`config.mk`:
```
export PLATFORM = sky130hd
export DESIGN_NAME = cit_core
export DESIGN_NICKNAME = d
export VERILOG_FILES = /design/src/core/cit_pkg.sv /design/src/core/cit_alu.sv /design/src/core/cit_core.sv /design/src/core/cit_muldiv.sv
export SDC_FILE = /design/constraint.sdc
export NUM_CORES = 2
export LEC_CHECK = 0
export ABC_AREA = 1
export ABC_CLOCK_PERIOD_IN_PS = 10000
export BUFFER_PORTS_ARGS = -buffer_cell sky130_fd_sc_hd__buf_2
export CAP_MARGIN = 20
export CORE_UTILIZATION = 50
export CTS_CLUSTER_DIAMETER = 30
export DETAILED_ROUTE_END_ITERATION = 8
export PLACE_DENSITY_LB_ADDON = 0.08
export SETUP_SLACK_MARGIN = 0.5
export SLEW_MARGIN = 15
export SYNTH_ARGS = -nofsm -noshare
export SYNTH_HDL_FRONTEND = slang
export SYNTH_SLANG_ARGS = --single-unit
```
`constraint.sdc`:
```
create_clock -name sys_clk -period 10 [get_ports sys_clk]
set_clock_uncertainty 0.05 [all_clocks]
set_input_delay 1.5 -clock sys_clk [delete_from_list [all_inputs] [get_ports sys_clk]]
set_output_delay 1.5 -clock sys_clk [all_outputs]
set_load 0.01 [all_outputs]
```
`src/core/cit_pkg.sv`:
```
// cit_pkg: constants and types shared by the arithmetic/logic execute block.
// assumes 8-bit data, 256-byte internal data memory, special registers above 0x7F.
package cit_pkg;

  // special register addresses in the direct space
  localparam logic [7:0] SFR_ACC       = 8'hE0;
  localparam logic [7:0] SFR_SEC       = 8'hF0;
  localparam logic [7:0] SFR_PSW       = 8'hD0;
  localparam logic [7:0] SFR_DPL       = 8'h82;
  localparam logic [7:0] SFR_DPH       = 8'h83;
  localparam int         SFR_SPACE_BIT = 7;

  // reset values
  localparam logic [7:0]  ACC_RST  = 8'h00;
  localparam logic [7:0]  SEC_RST  = 8'h00;
  localparam logic [7:0]  PSW_RST  = 8'h00;
  localparam logic [15:0] DP_RST   = 16'h0000;

  // status word field positions
  localparam int PSW_CY = 7;
  localparam int PSW_AC = 6;
  localparam int PSW_RS_HI = 4;
  localparam int PSW_RS_LO = 3;
  localparam int PSW_OV = 2;
  localparam int PSW_P  = 0;

  // opcode groups (upper nibble), operand forms (lower nibble) and single whole opcodes
  localparam logic [3:0] GRP_INC  = 4'h0;
  localparam logic [3:0] GRP_DEC  = 4'h1;
  localparam logic [3:0] GRP_ADD  = 4'h2;
  localparam logic [3:0] GRP_ADD_CY = 4'h3;
  localparam logic [3:0] GRP_OR   = 4'h4;
  localparam logic [3:0] GRP_AND  = 4'h5;
  localparam logic [3:0] GRP_XOR  = 4'h6;
  localparam logic [3:0] GRP_SUB_CY = 4'h9;
  localparam logic [3:0] FRM_DIR_A   = 4'h2;
  localparam logic [3:0] FRM_DIR_IMM = 4'h3;
  localparam logic [3:0] FRM_IMM     = 4'h4;
  localparam logic [3:0] FRM_DIR     = 4'h5;
  localparam logic [2:0] FRM_IND_TAG = 3'h3;
  localparam logic [7:0] OPC_INC_PTR  = 8'hA3;
  localparam logic [7:0] OPC_MUL      = 8'hA4;
  localparam logic [7:0] OPC_DIV      = 8'h84;
  localparam logic [7:0] OPC_DEC_ADJ  = 8'hD4;

  // byte lengths and cycle counts
  localparam int         LEN_W = 2;
  localparam int         CYC_W = 4;
  localparam logic [1:0] LEN_1 = 2'h1;
  localparam logic [1:0] LEN_2 = 2'h2;
  localparam logic [1:0] LEN_3 = 2'h3;
  localparam logic [3:0] CYC_REG     = 4'h1;
  localparam logic [3:0] CYC_IND     = 4'h2;
  localparam logic [3:0] CYC_DIR     = 4'h2;
  localparam logic [3:0] CYC_IMM     = 4'h2;
  localparam logic [3:0] CYC_DIR_IMM = 4'h3;
  localparam logic [3:0] CYC_MUL     = 4'h4;
  localparam logic [3:0] CYC_DIV     = 4'h8;

  // decimal adjust
  localparam logic [3:0] BCD_MAX    = 4'h9;
  localparam logic [8:0] BCD_FIX_LO = 9'h006;
  localparam logic [8:0] BCD_FIX_HI = 9'h060;

  localparam int IRAM_DEPTH = 256;

  typedef enum logic [3:0] {
    CIT_ADD, CIT_ADD_CY, CIT_SUB_CY, CIT_INC, CIT_DEC, CIT_AND, CIT_OR, CIT_XOR, CIT_DEC_ADJ, CIT_PASS
  } cit_alu_op_t;

  typedef enum logic [1:0] {DST_NONE, DST_ACC, DST_DIR, DST_RAM} cit_dst_t;

endpackage

```
`src/core/cit_alu.sv`:
```
// cit_alu: single-cycle byte ALU with carry, auxiliary carry and overflow.
// assumes the caller only commits flags for accumulator destinations.
`timescale 1ns/1ps
module cit_alu
  import cit_pkg::*;
(
  input  cit_pkg::cit_alu_op_t op,
  input  logic [7:0]           opa,
  input  logic [7:0]           opb,
  input  logic                 cy_in,
  input  logic                 ac_in,
  input  logic                 ov_in,
  output logic [7:0]           res,
  output logic                 cy_out,
  output logic                 ac_out,
  output logic                 ov_out
);

  logic [8:0] sum;
  logic [4:0] nib;
  logic       cin;

  always_comb begin
    res    = opa;
    cy_out = cy_in;
    ac_out = ac_in;
    ov_out = ov_in;
    cin    = (op == CIT_ADD_CY || op == CIT_SUB_CY) ? cy_in : 1'b0;
    sum    = 9'h000;
    nib    = 5'h00;
    unique case (op)
      CIT_ADD, CIT_ADD_CY: begin
        sum    = {1'b0, opa} + {1'b0, opb} + {8'h00, cin};
        nib    = {1'b0, opa[3:0]} + {1'b0, opb[3:0]} + {4'h0, cin};
        res    = sum[7:0];
        cy_out = sum[8];
        ac_out = nib[4];
        ov_out = (opa[7] == opb[7]) && (sum[7] != opa[7]);
      end
      CIT_SUB_CY: begin
        sum    = {1'b0, opa} - {1'b0, opb} - {8'h00, cin};
        nib    = {1'b0, opa[3:0]} - {1'b0, opb[3:0]} - {4'h0, cin};
        res    = sum[7:0];
        cy_out = sum[8];
        ac_out = nib[4];
        ov_out = (opa[7] != opb[7]) && (sum[7] != opa[7]);
      end
      CIT_INC: res = opa + 8'h01;
      CIT_DEC: res = opa - 8'h01;
      CIT_AND: res = opa & opb;
      CIT_OR:  res = opa | opb;
      CIT_XOR: res = opa ^ opb;
      CIT_DEC_ADJ: begin
        // carry is only ever set here, never cleared
        sum = {1'b0, opa};
        if (opa[3:0] > BCD_MAX || ac_in) begin
          sum = sum + BCD_FIX_LO;
        end
        if (sum[7:4] > BCD_MAX || cy_in || sum[8]) begin
          sum = {sum[8], sum[7:0]} + BCD_FIX_HI;
        end
        res    = sum[7:0];
        cy_out = cy_in | sum[8];
      end
      CIT_PASS: res = opb;
    endcase
  end

endmodule // cit_alu

```
`src/core/cit_core.sv`:
```
// cit_core: execute stage for the arithmetic and logical instruction groups of an 8-bit core.
// assumes a fetch unit presents whole instructions (opcode plus up to two operand bytes) with valid/ready.
`timescale 1ns/1ps
module cit_core
  import cit_pkg::*;
(
  input  logic             sys_clk,
  input  logic             resetn,
  input  logic             instr_valid,
  input  logic [7:0]       instr_opcode,
  input  logic [7:0]       instr_operand1,
  input  logic [7:0]       instr_operand2,
  output logic             instr_ready,
  output logic             instr_done,
  output logic [cit_pkg::LEN_W-1:0] instr_len,
  output logic             instr_illegal,
  output logic [7:0]       acc_out,
  output logic [7:0]       second_accumulator,
  output logic [7:0]       psw_out,
  output logic [15:0]      data_pointer
);
  import cit_pkg::*;

  logic [7:0]       iram [IRAM_DEPTH];
  logic [7:0]       acc_r, acc_nxt;
  logic [7:0]       sec_r, sec_nxt;
  logic [7:0]       psw_r, psw_nxt;
  logic [15:0]      dp_r, dp_nxt;
  logic             ready_r, done_r, illegal_r;
  logic [LEN_W-1:0] len_r;
  logic [CYC_W-1:0] cnt_r;

  logic [3:0]       grp, lo;
  logic [7:0]       bank_addr, ptr_addr, dir_rd, form_val, form_addr;
  logic             form_ram, form_ok;
  logic [LEN_W-1:0] form_len, len_d;
  logic [CYC_W-1:0] form_cyc, cyc_d;
  cit_alu_op_t      op;
  cit_dst_t         dst;
  logic [7:0]       opa, opb, res, dst_addr;
  logic             illegal, md_go, md_div, inc_dp;
  logic             accept, commit, dir_sfr, ram_we;
  logic             alu_cy, alu_ac, alu_ov;
  logic             md_last, md_ovf;
  logic [7:0]       md_a, md_b;

  assign grp       = instr_opcode[7:4];
  assign lo        = instr_opcode[3:0];
  assign accept    = instr_valid & ready_r;
  assign bank_addr = {3'b000, psw_r[PSW_RS_HI:PSW_RS_LO], lo[2:0]};
  assign ptr_addr  = iram[{3'b000, psw_r[PSW_RS_HI:PSW_RS_LO], 2'b00, lo[0]}];

  ////////////////////////////////////////////////////////////////////////////
  // direct-space read: low half is data memory, upper half the special registers
  always_comb begin
    if (!instr_operand1[SFR_SPACE_BIT]) begin
      dir_rd = iram[instr_operand1];
    end else begin
      unique case (instr_operand1)
        SFR_ACC: dir_rd = acc_r;
        SFR_SEC: dir_rd = sec_r;
        SFR_PSW: dir_rd = psw_r;
        SFR_DPL: dir_rd = dp_r[7:0];
        SFR_DPH: dir_rd = dp_r[15:8];
        default: dir_rd = 8'h00;
      endcase
    end
  end

  // operand form from the low opcode nibble, shared by the arithmetic, logical and inc/dec groups
  always_comb begin
    form_val  = instr_operand1;
    form_addr = instr_operand1;
    form_ram  = 1'b0;
    form_ok   = 1'b1;
    form_len  = LEN_2;
    form_cyc  = CYC_IMM;
    if (lo[3]) begin
      form_val  = iram[bank_addr];
      form_addr = bank_addr;
      form_ram  = 1'b1;
      form_len  = LEN_1;
      form_cyc  = CYC_REG;
    end else if (lo[3:1] == FRM_IND_TAG) begin
      form_val  = iram[ptr_addr];
      form_addr = ptr_addr;
      form_ram  = 1'b1;
      form_len  = LEN_1;
      form_cyc  = CYC_IND;
    end else if (lo == FRM_DIR) begin
      form_val  = dir_rd;
      form_cyc  = CYC_DIR;
    end else if (lo != FRM_IMM) begin
      form_ok   = 1'b0;
    end
  end

  ////////////////////////////////////////////////////////////////////////////
  // decode: operation, destination, operands, length and cycle cost
  always_comb begin
    op       = CIT_PASS;
    dst      = DST_NONE;
    opa      = acc_r;
    opb      = form_val;
    dst_addr = instr_operand1;
    len_d    = form_len;
    cyc_d    = form_cyc;
    illegal  = 1'b0;
    md_go    = 1'b0;
    md_div   = 1'b0;
    inc_dp   = 1'b0;
    unique case (grp)
      GRP_ADD, GRP_ADD_CY, GRP_SUB_CY: begin
        op      = (grp == GRP_ADD) ? CIT_ADD : (grp == GRP_ADD_CY) ? CIT_ADD_CY : CIT_SUB_CY;
        dst     = DST_ACC;
        illegal = !form_ok;
      end
      GRP_AND, GRP_OR, GRP_XOR: begin
        op  = (grp == GRP_AND) ? CIT_AND : (grp == GRP_OR) ? CIT_OR : CIT_XOR;
        dst = DST_ACC;
        if (lo == FRM_DIR_A) begin
          dst   = DST_DIR;
          opa   = dir_rd;
          opb   = acc_r;
          len_d = LEN_2;
          cyc_d = CYC_DIR;
        end else if (lo == FRM_DIR_IMM) begin
          dst   = DST_DIR;
          opa   = dir_rd;
          opb   = instr_operand2;
          len_d = LEN_3;
          cyc_d = CYC_DIR_IMM;
        end else begin
          illegal = !form_ok;
        end
      end
      GRP_INC, GRP_DEC: begin
        op = (grp == GRP_INC) ? CIT_INC : CIT_DEC;
        if (lo == FRM_IMM) begin
          dst   = DST_ACC;
          len_d = LEN_1;
          cyc_d = CYC_REG;
        end else begin
          dst      = form_ram ? DST_RAM : DST_DIR;
          opa      = form_val;
          dst_addr = form_addr;
          illegal  = !form_ok;
        end
      end
      default: begin
        len_d = LEN_1;
        cyc_d = CYC_REG;
        unique case (instr_opcode)
          OPC_INC_PTR: inc_dp = 1'b1;
          OPC_MUL: begin
            md_go = 1'b1;
            cyc_d = CYC_MUL;
          end
          OPC_DIV: begin
            md_go  = 1'b1;
            md_div = 1'b1;
            cyc_d  = CYC_DIV;
          end
          OPC_DEC_ADJ: begin
            op  = CIT_DEC_ADJ;
            dst = DST_ACC;
          end
          default: illegal = 1'b1;
        endcase
      end
    endcase
    // any illegal opcode or operand form retires as a one-cycle no-op
    if (illegal) begin
      dst   = DST_NONE;
      len_d = LEN_1;
      cyc_d = CYC_REG;
    end
  end

  cit_alu u_alu (
    .op     (op),
    .opa    (opa),
    .opb    (opb),
    .cy_in  (psw_r[PSW_CY]),
    .ac_in  (psw_r[PSW_AC]),
    .ov_in  (psw_r[PSW_OV]),
    .res    (res),
    .cy_out (alu_cy),
    .ac_out (alu_ac),
    .ov_out (alu_ov)
  );

  cit_muldiv u_muldiv (
    .sys_clk (sys_clk),
    .resetn  (resetn),
    .start   (accept & md_go),
    .is_div  (md_div),
    .opa     (acc_r),
    .opb     (sec_r),
    .last    (md_last),
    .res_a   (md_a),
    .res_b   (md_b),
    .ovf     (md_ovf)
  );

  ////////////////////////////////////////////////////////////////////////////
  // writeback selection
  assign commit  = accept & !illegal & !md_go;
  assign dir_sfr = (dst == DST_DIR) && dst_addr[SFR_SPACE_BIT];
  assign ram_we  = commit && ((dst == DST_RAM) || (dst == DST_DIR && !dst_addr[SFR_SPACE_BIT]));

  always_comb begin
    acc_nxt  = acc_r;
    sec_nxt  = sec_r;
    psw_nxt  = psw_r;
    dp_nxt   = dp_r;
    if (md_last) begin
      acc_nxt         = md_a;
      sec_nxt         = md_b;
      psw_nxt[PSW_CY] = 1'b0;
      psw_nxt[PSW_OV] = md_ovf;
    end else if (commit) begin
      if (dst == DST_ACC || (dir_sfr && dst_addr == SFR_ACC)) begin
        acc_nxt = res;
      end
      if (dir_sfr && dst_addr == SFR_SEC) begin
        sec_nxt = res;
      end
      if (dst == DST_ACC) begin
        psw_nxt[PSW_CY] = alu_cy;
        psw_nxt[PSW_AC] = alu_ac;
        psw_nxt[PSW_OV] = alu_ov;
      end else if (dir_sfr && dst_addr == SFR_PSW) begin
        psw_nxt = res;
      end
      if (inc_dp) begin
        dp_nxt = dp_r + 16'h0001;
      end else if (dir_sfr && dst_addr == SFR_DPL) begin
        dp_nxt[7:0] = res;
      end else if (dir_sfr && dst_addr == SFR_DPH) begin
        dp_nxt[15:8] = res;
      end
    end
    // parity always tracks the accumulator, writes to it are ignored
    psw_nxt[PSW_P] = ^acc_nxt;
  end

  always_ff @(posedge sys_clk or negedge resetn) begin
    if (!resetn) begin
      acc_r  <= ACC_RST;
      sec_r  <= SEC_RST;
      psw_r  <= PSW_RST;
      dp_r   <= DP_RST;
    end else begin
      acc_r  <= acc_nxt;
      sec_r  <= sec_nxt;
      psw_r  <= psw_nxt;
      dp_r   <= dp_nxt;
    end
  end

  // data memory keeps its contents across reset
  always_ff @(posedge sys_clk) begin
    if (ram_we) begin
      iram[dst_addr] <= res;
    end
  end

  ////////////////////////////////////////////////////////////////////////////
  // issue timing: ready drops for the extra cycles of multi-cycle instructions
  always_ff @(posedge sys_clk or negedge resetn) begin
    if (!resetn) begin
      ready_r   <= 1'b1;
      done_r    <= 1'b0;
      cnt_r     <= '0;
      len_r     <= '0;
      illegal_r <= 1'b0;
    end else if (accept) begin
      len_r     <= len_d;
      illegal_r <= illegal;
      if (cyc_d == CYC_REG) begin
        done_r <= 1'b1;
      end else begin
        done_r  <= 1'b0;
        ready_r <= 1'b0;
        cnt_r   <= cyc_d - CYC_REG;
      end
    end else if (cnt_r != '0) begin
      cnt_r <= cnt_r - CYC_REG;
      if (cnt_r == CYC_REG) begin
        done_r  <= 1'b1;
        ready_r <= 1'b1;
      end
    end else begin
      done_r <= 1'b0;
    end
  end

  assign instr_ready        = ready_r;
  assign instr_done         = done_r;
  assign instr_len          = len_r;
  assign instr_illegal      = illegal_r;
  assign acc_out            = acc_r;
  assign second_accumulator = sec_r;
  assign psw_out            = psw_r;
  assign data_pointer       = dp_r;

endmodule // cit_core

```
`src/core/cit_muldiv.sv`:
```
// cit_muldiv: iterative multiply (two bits per step) and restoring divide (one bit per step).
// assumes start is a single-cycle pulse and no new start arrives while busy.
`timescale 1ns/1ps
module cit_muldiv
  import cit_pkg::*;
(
  input  logic       sys_clk,
  input  logic       resetn,
  input  logic       start,
  input  logic       is_div,
  input  logic [7:0] opa,
  input  logic [7:0] opb,
  output logic       last,
  output logic [7:0] res_a,
  output logic [7:0] res_b,
  output logic       ovf
);

  logic [15:0]      work_r;
  logic [15:0]      work_src;
  logic [15:0]      work_nxt;
  logic [7:0]       dvs_r;
  logic [7:0]       dvs;
  logic             div_r;
  logic             div_s;
  logic             busy_r;
  logic [CYC_W-1:0] cnt_r;
  logic [CYC_W-1:0] cnt_s;

  function automatic logic [15:0] mul_step(input logic [15:0] w, input logic [7:0] d);
    logic [8:0] t;
    t = {1'b0, w[15:8]} + (w[0] ? {1'b0, d} : 9'h000);
    return {t, w[7:1]};
  endfunction

  function automatic logic [15:0] div_step(input logic [15:0] w, input logic [7:0] d);
    logic [8:0] t;
    logic       q;
    t = {w[15:8], w[7]};
    q = (t >= {1'b0, d});
    if (q) begin
      t = t - {1'b0, d};
    end
    return {t[7:0], w[6:0], q};
  endfunction

  ////////////////////////////////////////////////////////////////////////////
  // first step is taken in the start cycle so the last lands on the final cycle
  always_comb begin
    work_src = start ? {8'h00, opa} : work_r;
    dvs      = start ? opb : dvs_r;
    div_s    = start ? is_div : div_r;
    cnt_s    = start ? (is_div ? CYC_DIV : CYC_MUL) : cnt_r;
    work_nxt = div_s ? div_step(work_src, dvs) : mul_step(mul_step(work_src, dvs), dvs);
    last     = (start | busy_r) && (cnt_s == CYC_REG);
    res_a    = work_nxt[7:0];
    res_b    = work_nxt[15:8];
    // zero divisor leaves the quotient undefined and flags overflow
    ovf      = div_s ? (dvs == 8'h00) : (work_nxt[15:8] != 8'h00);
  end

  always_ff @(posedge sys_clk or negedge resetn) begin
    if (!resetn) begin
      work_r <= 16'h0000;
      dvs_r  <= 8'h00;
      div_r  <= 1'b0;
      cnt_r  <= '0;
      busy_r <= 1'b0;
    end else if (start | busy_r) begin
      work_r <= work_nxt;
      dvs_r  <= dvs;
      div_r  <= div_s;
      cnt_r  <= cnt_s - CYC_REG;
      busy_r <= !last;
    end
  end

endmodule // cit_muldiv

```
Yosys cells after proc, flatten, opt, wreduce, memory -nomap -nowiden
Memories as Yosys holds them, arrays and structs flattened.
Index checks and enable logic that the tools add are counted.
Word-level totals
  bits in writable memories: 2048
  register bits after elaboration: 79
  input port bits: 27
  memories: 1
Operators by class
  mux-type cells: 110
  eq/ne operators: 52
  $add $sub $neg: 19
  reduce and logical (&&, ||, !) cells: 52
  bitwise operators: 11
  magnitude comparators: 3
Memories
  iram: depth 256, bits a word 8, read ports 4, clocked after memory_dff 0, wr ports 1, line cit_core.sv:24  | logic [7:0] iram [IRAM_DEPTH];
Operators with widths (count)
  $mux W8: 29
  $eq A8 B8 Y1 const B: 14
  $pmux W8 S9: 1
  $mux W16: 3
  $pmux W8 S5: 1
  $eq A4 B3 Y1 const B: 9
  $mux W4: 9
  $mux W9: 4
  $mux W1: 35
  $mux W2: 16
  $eq A4 B2 Y1 const B: 6
  $pmux W4 S3: 2
  $eq A4 B1 Y1 const B: 5
  $add A8 B8 Y9: 2
  $add A16 B1 Y16 const B: 1
  $pmux W8 S2: 1
  $reduce_bool A2 Y1: 7
  $eq A4 B4 Y1 const B: 3
  $pmux W2 S3: 2
  $reduce_and A3 Y1: 4
  $reduce_and A4 Y1: 3
  $sub A4 B1 Y4 const B: 3
  $logic_and A1 B1 Y1: 11
  $add A8 B3 Y9 const B: 1
  other kinds (48): 75

Depth between registers and ports, before layout
  depth after elaboration: 22
  gate-level depth with buffers: 52
  depth with buffers taken out: 46

By module
From an unflattened synthesis, not the netlist that was laid out.
Second synthesis, totals
  cell total of the unflattened synthesis: 9869
  area total of the unflattened synthesis: 102283.1 um^2
Modules (own cells, without submodules)
  cit_core: instances 1, sequential area each 62726.4 um^2, cells each 9121, area each 97384.6 um^2
  cit_muldiv: instances 1, sequential area each 750.7 um^2, cells each 399, area each 2803.9 um^2
  cit_alu: instances 1, sequential area each 0.0 um^2, cells each 349, area each 2094.5 um^2

Least setup slack after synthesis
OpenSTA, ideal clock, no wires.
  kind: in2reg
  start point: input instr_operand1[0]
  end point: memory iram[0][7], data pin
  setup slack: -0.038 ns
  data arrival time: 8.451 ns
  cell stages on the path: 27
  path through: buf_2 inv_2 buf_4 buf_4 buf_2 buf_2 buf_2 a21oi_1 o221ai_1 nand2_1 nand2_1 nand4_1 o211ai_1 nand3_1 a21oi_1 nand3_1 nand2_2 inv_1 fa_1 o31ai_1 a21oi_1 o21ai_0 a21oi_1 o21ai_0 nand2_1 nand3_1 nand3_1
Between the ends
  cells in the longest elaborated chain, start to end: 18
RTL lines
  from (decl): line cit_core.sv:11  | input logic [7:0] instr_operand1,
  parallel branches: the longest is 17 deep, another holds $add A8 B3 Y9
  $pmux W8 S9 *: line cit_alu.sv:31  | unique case (op)
  via res[7]: line cit_core.sv:40  | logic [7:0] opa, opb, res, dst_addr;
  to (decl): line cit_core.sv:24
Mark *: on every way through the listed nets, which the timed path passes. The select of a mux whose other input is x is not followed.

Final worst setup path
  start point: input instr_opcode[0]
  end point: memory iram[69][6], data pin
Between the ends
  cells in the longest elaborated chain, start to end: 16
RTL lines
  from (decl): line cit_core.sv:10  | input logic [7:0] instr_opcode,
  parallel branches: the longest is 15 deep, another holds $add A8 B3 Y9
  $pmux W8 S9 *: line cit_alu.sv:31
  via res[6]: line cit_core.sv:40
Marks and branches as above.

==> metrics <==
critical path's slowest cell buf_4; synthesized area 104000 µm²; post-detailed-route wirelength per cell 29.0 µm; total power draw 30.7 mW; post-CTS sizing 0; # hold bufs at CTS 0; Hold WS 0.407 ns; Syn Inst Count 10363; met2 WL 174000 µm; Worst EP required 10.64 ns; DRT Pass-1 Iters 6; fin crit period 8.46 ns; chip width 457 µm; Synth Area per Inst 9.99 µm²; I/O pin count 72; crit share post-route 0.846; die area 209000 µm²; worst setup path class in -> reg; area grow syn2layout 19.8%; core footprint 205000 µm²; Initial Utilization 0.504; status completed; Clk pin slew, worst setup/hold paths 0.04 ns; ANT nets after route 0; slew margin rel. 0.208; count of buffers from port buffering 71; placer congestion estimate 0.984; CP peak stage delay 0.48 ns; Remaining Overflow, GRT 0; Top Layer Used met5; vias per cell 6.35; power per cell area 247 nW/µm²; startpoint types input port; maximum clock frequency 118 MHz; CTS Sinks 2127; Fin. Hold Viols 0; Post-Syn Nets 10466; final design utilization 0.604; Post-DP HPWL 242000 µm; Slew Limit Fails 0; Worst-Margin Slew 1.18 ns; Residual DRC 0; Lkg Pwr 46.5 nW; postcts setup bufs 0; Via Count 87106; layout cells sized above 1 0.128; Ys Warns 0; Main synth FF type edfxtp_1; DRT iter0 DRCs 12506; flip-flop and latch count after synthesis 2127; first-pass GRT wire length 575000 µm; peak supply drop 0.269 mV; H-tree Lvls 5; deepest clock path buffer count 4; sequential-to-total area share from yosys stat 0.613; antenna violations before repair 13; max cap viols 0; total track usage 0.373; site row count 166; asr flop ratio synth 0.0371; nets 10719; Post-synth EDFFs 2048; final setup violation count 0; setup_tns 0 ns; Worst EP arrival 9.10 ns; Root Driver clkbuf_16; vias in the first global route 83144; HP Class in -> async; final WL 397000 µm; DR WL met3 46400 µm; TritonCTS clock tree built; CP Capture Type register; slack of the critical path 1.54 ns; Distinct cells, synth 70; crit-path max FO 60; most frequent cells in the layout nand2_1, nand3_1, edfxtp_1; Worst-Skew Late Latency 1.02 ns; Met1 Wirelength 153000 µm; die height 457 µm; critical path's most frequent cell nand2_1; pre-CTS WS 0.854 ns; RSZ-0062 raised after global routing false; most common cell after layout, fill and taps aside nand2_1; CTS buffer count 488; largest net degree at the start of global routing 161
path summary, 6_finish.rpt:
kind	start	to	slack, ns	cells after the start
worst min register to register	u_muldiv.work_r[3]$_DFFE_PN0P_	u_muldiv.work_r[3]$_DFFE_PN0P_	0.43	2
worst min-delay path	resetn	data_pointer[5]$_DFFE_PN0P_	0.41	1
max in group asynchronous	resetn	psw_out[2]$_DFFE_PN0P_	8.84	2
worst max-delay path	instr_opcode[0]	iram[69][6]$_DFFE_PP_	1.54	41
worst max register to register	psw_out[3]$_DFFE_PN0P_	iram[69][6]$_DFFE_PP_	1.80	34
min in group sys_clk	u_muldiv.work_r[3]$_DFFE_PN0P_	u_muldiv.work_r[3]$_DFFE_PN0P_	0.43	2
registers in the layout, indices dropped and copies added (netlist names), 2 cells and up:
register,flops
cnt_r,4
psw_out,8
u_muldiv.cnt_r,4
data_pointer,16
u_muldiv.dvs_r,8
instr_len,2
iram,2048
acc_out,8
second_accumulator,8
u_muldiv.work_r,16
layout make-up:
class                           instances  area [µm²]
Inverter                              445        1780
Multi-Input combinational cell       7055       34300
Timing Repair Buffer                  499        4530
Sequential cell                      2127       63500
Clock buffer                          560       12700
Antenna cell                            8        20.0
Fill cell                           16928       81300
Clock inverter                        332        3820
Tap cell                             2688        3360
cell families after synthesis:
kind of cell	Yosys count	share of synthesized area
flip-flops	2127	0.613
adder cells (fa/ha/maj)	76	0.00977
XOR/XNOR	30	0.00254
AO/OA/AOI/OAI	1301	0.0810
multiplexers	4	0.000387
AND/OR/NAND/NOR	5644	0.236
buffers and inverters	1181	0.0570
Yosys cell counts (22+ instances only):
| master | n | area, µm² |
|---|---|---|
| o21ai_0 | 230 | 1150 |
| nand3_1 | 2245 | 11200 |
| nor3_1 | 40 | 200 |
| or2_2 | 27 | 169 |
| clkbuf_1 | 131 | 492 |
| ha_1 | 68 | 851 |
| o211ai_1 | 117 | 878 |
| nor2_1 | 518 | 1940 |
| buf_6 | 60 | 676 |
| a21oi_1 | 316 | 1580 |
| nand2_1 | 2728 | 10200 |
| edfxtp_1 | 2048 | 61500 |
| a31oi_1 | 47 | 294 |
| nand2_2 | 23 | 144 |
| buf_2 | 388 | 1940 |
| buf_4 | 140 | 1050 |
| o22ai_1 | 195 | 1220 |
| a211oi_1 | 30 | 225 |
| o21ai_1 | 54 | 270 |
| xor2_1 | 22 | 193 |
| dfrtp_1 | 78 | 1950 |
| o311ai_0 | 24 | 210 |
| o2111ai_1 | 38 | 333 |
| o221ai_1 | 145 | 1270 |
| inv_1 | 417 | 1570 |
through the flow:
stage / area [µm²] / std cells
2_1_floorplan: 104000 / 10363
3_3_place_gp: 107000 / 12812
3_5_place_dp: 107000 / 12812
4_1_cts: 124000 / 13704
5_1_grt: 124000 / 13707
6_report: 124000 / 13714
report_power, final:
group | total (mW) | leakage (nW) | switching [mW] | internal (mW)
Sequential | 10.8 | 19.3 | 0.108 | 10.7
Clock | 15.9 | 7.93 | 5.12 | 10.8
Combinational | 3.96 | 19.2 | 3.03 | 0.932
per-layer routing:
layer / track usage / vias up
li1: - / 37778
met1: 0.504 / 42126
met2: 0.556 / 5985
met3: 0.0858 / 1215
met4: 0.208 / 2
met5: 0 / -
worst max-delay path, delay by kind of cell:
family | cells | cell delay [ns]
compound gates | 6 | 0.76
fa+ha+maj | 2 | 0.92
simple gates | 22 | 3.07
buf+inv | 11 | 2.70
(Power assumes the default switching activity.)
